==> src/common/psr_pkg.sv <==
package psr_pkg;
  // register offsets on the serial configuration bus
  localparam logic [11:0] OFS_PAGE_LOW   = 12'h002;
  localparam logic [11:0] OFS_PAGE_MID   = 12'h003;
  localparam logic [11:0] OFS_PAGE_HIGH  = 12'h004;
  localparam logic [11:0] OFS_WIRE_MODE  = 12'h010;
  localparam logic [11:0] OFS_CONV_PAGE  = 12'h011;
  localparam logic [11:0] OFS_MSTR_PAGE  = 12'h012;
  localparam logic [11:0] OFS_POWER_DOWN = 12'h020;
  localparam logic [11:0] OFS_CH_OFF_EN  = 12'h039;
  // field positions
  localparam int WIRE3_BIT       = 0;
  localparam int MSTR_SEL_BIT    = 2;
  localparam int SYSREF_OFF_BIT  = 4;
  localparam int SECOND_OFF_BIT  = 1;
  localparam int WHOLE_OFF_BIT   = 0;
  localparam int OFF_ALLOW_BIT   = 1;
  // writable masks per register
  localparam logic [7:0] MASK_WIRE_MODE  = 8'h01;
  localparam logic [7:0] MASK_MSTR_PAGE  = 8'h04;
  localparam logic [7:0] MASK_POWER_DOWN = 8'h17;
  localparam logic [7:0] MASK_CH_OFF_EN  = 8'h07;
  // page pointer codes and selects
  localparam logic [23:0] PG_MAIN_FIRST  = 24'h680000;
  localparam logic [23:0] PG_MAIN_SECOND = 24'h680100;
  localparam logic [23:0] PG_FUNC_FIRST  = 24'h610000;
  localparam logic [23:0] PG_FUNC_SECOND = 24'h610100;
  localparam logic [23:0] PG_LINK        = 24'h690000;
  localparam logic [7:0]  CONV_PAGE_ON   = 8'hFF;
  localparam logic [7:0]  RESET_VAL      = 8'h00;
  localparam int          NUM_REGS       = 8;
endpackage

==> src/hdl/psr_regs.sv <==
`timescale 1ns/100ps
// How it works
// - page pointer bits 15:8 at 003h, 23:16 at 004h, read/write, reset zero
// - page pointer bits 7:0 held at 002h, read/write, reset zero
// - pointer 680000h maps first channel main page, 680100h second channel
// - pointer 610000h maps first channel function page, 610100h second channel
// - pointer 690000h maps the shared serial-link page
// - wire-mode bit 0: 0 four-wire, 1 three-wire with bidirectional data pin
// - converter page select all ones maps converter page, zero leaves it out
// - master page select bit 2 maps the master page
// - power-down bit 4 turns off sysref buffer, later sysref pulses ignored
// - power-down bit 1 turns off second channel
// - second channel power-down acts only when its allow bit is set
// - power-down bit 0 turns off the whole chip
module psr_regs (
  input  wire logic        sys_clk,
  input  wire logic        sys_rst,
  input  wire logic        wr_stb,
  input  wire logic        rd_stb,
  input  wire logic [11:0] addr,
  input  wire logic [7:0]  wr_data,
  input  wire logic        sysref_in,
  output logic      [7:0]  rd_data,
  output logic             rd_valid,
  output logic             three_wire,
  output logic             main_first,
  output logic             main_second,
  output logic             func_first,
  output logic             func_second,
  output logic             link_page,
  output logic             conv_page,
  output logic             master_page,
  output logic             sysref_buffer_off,
  output logic             second_channel_off,
  output logic             whole_chip_off,
  output logic             sysref_pulse
);
  // ---------------------------------------------------------------
  // address decode
  // ---------------------------------------------------------------
  // slot number for each stored offset, 0 for unmapped offsets and for 039h
  function automatic logic [2:0] psr_slot(input logic [11:0] a);
    case (a)
      psr_pkg::OFS_PAGE_LOW:   psr_slot = 3'h1;
      psr_pkg::OFS_PAGE_MID:   psr_slot = 3'h2;
      psr_pkg::OFS_PAGE_HIGH:  psr_slot = 3'h3;
      psr_pkg::OFS_WIRE_MODE:  psr_slot = 3'h4;
      psr_pkg::OFS_CONV_PAGE:  psr_slot = 3'h5;
      psr_pkg::OFS_MSTR_PAGE:  psr_slot = 3'h6;
      psr_pkg::OFS_POWER_DOWN: psr_slot = 3'h7;
      default:                 psr_slot = 3'h0;
    endcase
  endfunction

  // reserved bits are stored as zero so they read back zero
  function automatic logic [7:0] psr_mask(input logic [2:0] s);
    case (s)
      3'h4:    psr_mask = psr_pkg::MASK_WIRE_MODE;
      3'h6:    psr_mask = psr_pkg::MASK_MSTR_PAGE;
      3'h7:    psr_mask = psr_pkg::MASK_POWER_DOWN;
      3'h0:    psr_mask = 8'h00;
      default: psr_mask = 8'hFF;
    endcase
  endfunction

  logic [2:0]  slot;
  logic [7:0]  mem_rd;
  logic [63:0] mem_all;
  logic        allow_hit;

  assign slot      = psr_slot(addr);
  assign allow_hit = (addr == psr_pkg::OFS_CH_OFF_EN);

  // ---------------------------------------------------------------
  // register store
  // ---------------------------------------------------------------
  psr_regmem #(
    .DEPTH    (psr_pkg::NUM_REGS)
  ) u_mem (
    .sys_clk  (sys_clk),
    .sys_rst  (sys_rst),
    .wr_en    (wr_stb && (slot != 3'h0)),
    .wr_slot  (slot),
    .wr_data  (wr_data & psr_mask(slot)),
    .rd_slot  (slot),
    .rd_data  (mem_rd),
    .all_data (mem_all)
  );

  typedef struct packed {
    logic [7:0] allow_reg;
    logic       rd_pend;
    logic       rd_allow;
    logic [7:0] rd_data;
    logic       rd_valid;
    logic [10:0] outs;
    logic       sysref_d;
    logic       sysref_pulse;
  } psr_state_t;

  psr_state_t st;
  psr_state_t next_st;

  logic [23:0] ptr;
  logic [7:0]  wire_r;
  logic [7:0]  conv_r;
  logic [7:0]  mstr_r;
  logic [7:0]  pdn_r;

  assign ptr    = {mem_all[31:24], mem_all[23:16], mem_all[15:8]};
  assign wire_r = mem_all[39:32];
  assign conv_r = mem_all[47:40];
  assign mstr_r = mem_all[55:48];
  assign pdn_r  = mem_all[63:56];

  // ---------------------------------------------------------------
  // decoded controls and read path
  // ---------------------------------------------------------------
  // outputs lag the register store by one cycle, all from flops
  always_comb
  begin
    next_st          = st;
    next_st.rd_valid = st.rd_pend;
    next_st.rd_pend  = rd_stb;
    next_st.rd_allow = rd_stb && allow_hit;
    if (st.rd_pend)
    begin
      // memory data is ready one cycle after the strobe
      next_st.rd_data = st.rd_allow ? st.allow_reg : mem_rd;
    end
    if (wr_stb && allow_hit)
    begin
      next_st.allow_reg = wr_data & psr_pkg::MASK_CH_OFF_EN;
    end
    next_st.outs[0]  = wire_r[psr_pkg::WIRE3_BIT];
    next_st.outs[1]  = (ptr == psr_pkg::PG_MAIN_FIRST);
    next_st.outs[2]  = (ptr == psr_pkg::PG_MAIN_SECOND);
    next_st.outs[3]  = (ptr == psr_pkg::PG_FUNC_FIRST);
    next_st.outs[4]  = (ptr == psr_pkg::PG_FUNC_SECOND);
    next_st.outs[5]  = (ptr == psr_pkg::PG_LINK);
    // only the full all-ones code maps the page; other codes do nothing
    next_st.outs[6]  = (conv_r == psr_pkg::CONV_PAGE_ON);
    next_st.outs[7]  = mstr_r[psr_pkg::MSTR_SEL_BIT];
    next_st.outs[8]  = pdn_r[psr_pkg::SYSREF_OFF_BIT];
    next_st.outs[9]  = pdn_r[psr_pkg::SECOND_OFF_BIT]
                       && st.allow_reg[psr_pkg::OFF_ALLOW_BIT];
    next_st.outs[10] = pdn_r[psr_pkg::WHOLE_OFF_BIT];
    // sysref edge passes only while the buffer is powered
    next_st.sysref_d     = sysref_in;
    next_st.sysref_pulse = sysref_in && !st.sysref_d
                           && !pdn_r[psr_pkg::SYSREF_OFF_BIT];
  end

  always_ff @(posedge sys_clk)
  begin
    if (sys_rst)
    begin
      st <= '0;
    end
    else
    begin
      st <= next_st;
    end
  end

  assign rd_data            = st.rd_data;
  assign rd_valid           = st.rd_valid;
  assign three_wire         = st.outs[0];
  assign main_first         = st.outs[1];
  assign main_second        = st.outs[2];
  assign func_first         = st.outs[3];
  assign func_second        = st.outs[4];
  assign link_page          = st.outs[5];
  assign conv_page          = st.outs[6];
  assign master_page        = st.outs[7];
  assign sysref_buffer_off  = st.outs[8];
  assign second_channel_off = st.outs[9];
  assign whole_chip_off     = st.outs[10];
  assign sysref_pulse       = st.sysref_pulse;
endmodule

==> src/hdl/psr_regmem.sv <==
`timescale 1ns/100ps
// small register store, one byte per slot, read data registered
module psr_regmem #(
  parameter int DEPTH = 8
) (
  input  wire logic                     sys_clk,
  input  wire logic                     sys_rst,
  input  wire logic                     wr_en,
  input  wire logic [$clog2(DEPTH)-1:0] wr_slot,
  input  wire logic [7:0]               wr_data,
  input  wire logic [$clog2(DEPTH)-1:0] rd_slot,
  output logic      [7:0]               rd_data,
  output logic      [DEPTH*8-1:0]       all_data
);
  typedef struct packed {
    logic [DEPTH*8-1:0] mem;
    logic [7:0]         rd;
  } psr_mem_t;

  psr_mem_t cur;
  psr_mem_t next_cur;

  // write one slot, register the read slot
  always_comb
  begin
    next_cur = cur;
    if (wr_en)
    begin
      next_cur.mem[wr_slot*8 +: 8] = wr_data;
    end
    next_cur.rd = next_cur.mem[rd_slot*8 +: 8];
  end

  always_ff @(posedge sys_clk)
  begin
    if (sys_rst)
    begin
      cur <= '0;
    end
    else
    begin
      cur <= next_cur;
    end
  end

  assign rd_data  = cur.rd;
  assign all_data = cur.mem;
endmodule

==> config.mk <==
export PLATFORM = sky130hd
export DESIGN_NAME = psr_regs
export DESIGN_NICKNAME = d
export VERILOG_FILES = /design/src/common/psr_pkg.sv /design/src/hdl/psr_regs.sv /design/src/hdl/psr_regmem.sv
export SDC_FILE = /design/constraint.sdc
export NUM_CORES = 1
export LEC_CHECK = 0
export BUFFER_PORTS_ARGS = -buffer_cell sky130_fd_sc_hd__buf_2
export CAP_MARGIN = 0
export CORE_ASPECT_RATIO = 1.75
export CORE_MARGIN = 5
export CORE_UTILIZATION = 45
export CTS_CLUSTER_DIAMETER = 50
export CTS_CLUSTER_SIZE = 40
export DETAILED_ROUTE_END_ITERATION = 10
export GPL_TIMING_DRIVEN = 0
export PLACE_DENSITY = 0.66
export SKIP_CTS_REPAIR_TIMING = 1
export SLEW_MARGIN = 20
export SYNTH_ARGS = -nofsm -noshare
export SYNTH_HDL_FRONTEND = slang
export SYNTH_SLANG_ARGS = --single-unit
export TNS_END_PERCENT = 5
==> constraint.sdc <==
create_clock -name sys_clk -period 4.41 [get_ports sys_clk]
set_input_delay 0.2205 -clock sys_clk [delete_from_list [all_inputs] [get_ports sys_clk]]
set_output_delay 0.2205 -clock sys_clk [all_outputs]
set_load 0.02 [all_outputs]
==> run summary <==
Worst R2R End: u_mem.rd_data[4]$_SDFF_PP0_
FF+latch count, synth: 99
Wirelength per Cell: 25.0 um
CTS H-tree lvls: 3
Chip height: 153 um
Final WL: 20.9 mm
Maximum fanout along the worst path: 11
Initial Utilization: 0.459
Antenna viol nets, final: 0
Final worst path period need: 4.35 ns
Final WS setup: 0.0551 ns
DP Area: 0.00565 sq mm
GR Util All Layers: 0.295
CTS Sinks: 99
Largest family of logic cells by synthesized area: simple AND/OR/NAND/NOR gates
Worst slack, placed: -0.448 ns
Layout cells sized above 1: 0.173
DRC viols: 0
Max Cap Viol: 0
Mux contribution to synthesized area: 0.0313
Leakage: 2.12 nW
CP arrival: 4.61 ns
Unrepaired setup endpoints after global routing: yes
Util after Layout: 0.520
Reg2Reg Depth: 4
Skew final: 0.00845 ns
CTS root buf: clkbuf_16
Asr flop ratio synth: 0
DR vias: 5398
Syn-to-layout area delta: 13.2%
Layout Nets: 728
Syn_area_per_cell: 8.19 sq um
Final instance area: 0.00598 sq mm
CTS tree: done
Launch point of the worst path: addr[1]
Detailed router's first-iteration violation count: 490
Slew margin rel.: 0.267
Overall Power: 1.78 mW
Hold WC Path Type: primary input to flop
Dominant synthesized flop cell: dfxtp_1
DRT Pass-1 Iters: 5
Setup crit end kind: flop
Tightest Pin Transition: 1.09 ns
Largest net degree at the start of global routing: 18
Max Freq: 230 MHz
Placer Congestion: 0.955
Yosys warns: 0
TritonCTS Buffers: 9
Synth Area in Compound Gates: 0.237
Final Setup Violations: 0
Startpoint types: primary input
Synth Area in Simple Gates: 0.270
Hold WS: 0.118 ns
Post-Syn Nets: 677
Chip Width: 91.9 um
HPWL Detailed: 15.9 mm
Outcome: finished clean
Vias in the first global route: 5225
Non-Filler Instances: 836
Mapped Cells: 645
Worst hold path depth: 2
Row cnt: 52
Core ar.: 0.0115 sq mm
Fillers: 1154
Clk pin slew, worst setup/hold paths: 0.07 ns
Reg2reg setup slack: 2.83 ns
Vias per cell: 6.46
Hold EP: st[1]$_SDFF_PP0_
Xor/xnor cell area share of the yosys netlist: 0.00331
Die footprint: 0.0141 sq mm
Worst skew pair latency: 0.36 ns
Pwr/cell area: 298 mW/mm^2
I/O Pins: 46
Post-Synth Adder-Cell Area: 0.0166
Worst Path Required: 4.66 ns
Tcrit/Tclk final: 0.987
Hold Crit Start: sysref_in
Clock buffer depth: 2
Inst Count DP: 820
Sum Neg Setup Slack: 0 ns
VDD IR-drop max: 0.000194 V
Sequential fraction of the synthesis area: 0.375
Final hold violation count: 0
Yosys cell types: 68
Slew Viols, Final: 0
Number of synthesized flops with an enable pin: 0
Total grt overflow: 0
Critical Setup Path Class: primary input to flop
Number of I/O port buffers: 40
First-pass GRT wire length: 30.9 mm
Ant diodes: 0
Antenna violations before repair: 0
Reg-to-Reg Start: u_mem.all_data[60]$_SDFF_PP0_
Mapped cell area: 0.00529 sq mm
[area by class of cell]
cell class	count	area [sq um]	area share
clock inverter	6	48.8	0.00816
sequential	99	1980	0.331
buffer	55	300	0.0502
multi-input combinational	476	2980	0.499
timing repair buffer	41	208	0.0347
clock buffer	10	239	0.0399
tap	135	169	0.0282
inverter	14	52.6	0.00878
[worst max path at each step]
stage                     cells after the start                       endpoint
after CTS                                    15    u_mem.rd_data[6]$_SDFF_PP0_
after global routing                         15    u_mem.rd_data[4]$_SDFF_PP0_
after global placement                       16    u_mem.rd_data[7]$_SDFF_PP0_
after detailed placement                     15    u_mem.rd_data[6]$_SDFF_PP0_
final                                        14    u_mem.rd_data[4]$_SDFF_PP0_
after floorplan                              16  u_mem.all_data[61]$_SDFF_PP0_
[synth_stat cells (all sizes together) (6+ instances only)]
cell type | number | area, sq um
o2111ai | 11 | 109
nor4 | 11 | 90.1
mux2i | 12 | 120
nor3b | 6 | 45.0
nor2b | 28 | 175
buf | 37 | 226
dfxtp | 99 | 1980
nand4 | 6 | 37.5
nand3 | 43 | 215
nor3 | 13 | 75.1
clkbuf | 19 | 71.3
a32oi | 7 | 61.3
o211ai | 8 | 60.1
a211oi | 17 | 133
ha | 7 | 87.6
a21oi | 57 | 285
and2 | 6 | 37.5
a31oi | 18 | 113
inv | 14 | 52.6
nor2 | 61 | 241
nand2 | 79 | 297
o21ai | 11 | 58.8
[metal layers]
layer	track usage	part of all wire	wire (um)
met3	0.0516	0.072	1500
met2	0.498	0.49	10200
met1	0.326	0.36	7470
met5	0	0	0
met4	0.218	0.080	1680
[placed cells by master, fill, tap and decap left out, types with 4 or more instances in the layout]
cell type and count:
a211oi_1 16, a21oi_1 57, a22oi_1 4, a311oi_1 4, a31oi_1 18, a32oi_1 7, and2_1 6, and3b_1 4
buf_1 6, buf_2 54, buf_4 13, clkbuf_1 17, clkbuf_16 9, dfxtp_1 99, ha_1 6, inv_1 13
mux2_2 4, mux2i_1 12, nand2_1 79, nand3_1 43, nand4_1 6, nor2_1 58, nor2b_1 28, nor3_1 11
nor3b_1 6, nor4_1 9, o2111ai_1 8, o211ai_1 8, o21a_1 4, o21ai_0 10, o311ai_0 4, or2_2 4
[report_power, final]
part           switching [mW]  total [mW]  internal (mW)
clock network           0.372       0.776          0.404
registers             0.00161       0.898          0.897
logic                  0.0791       0.110         0.0308
total                   0.453        1.78           1.33
[registers in the layout (all words and copies together) (netlist names), 5 cells and up]
register	cells
u_mem.all_data	64
u_mem.rd_data	8
rd_data	8
st	5
[worst max-delay path: stages]
cell and delay (ns):
buf_2 0.12, or3_4 0.40, nor2_2 0.38, o21a_1 0.28, clkbuf_1 0.56, ha_1 0.46
or2_2 0.31, buf_1 0.26, nor2_1 0.21, o2111a_1 0.28, nand3_1 0.09, a211oi_1 0.62
a31oi_1 0.09, a211oi_1 0.30
[kinds of logic (layout without fill, tap and decap cells)]
kind of cell               Yosys count  count (layout)
buffers and inverters               70             126
AOI/OAI and AO/OA                  170             170
muxes                               16              16
and+or+nand+nor                    281             281
adders and majority gates            7               7
xor gates and xnor gates             2               2
DFF                                 99              99
Note: power is estimated with default switching activity, not from simulation.
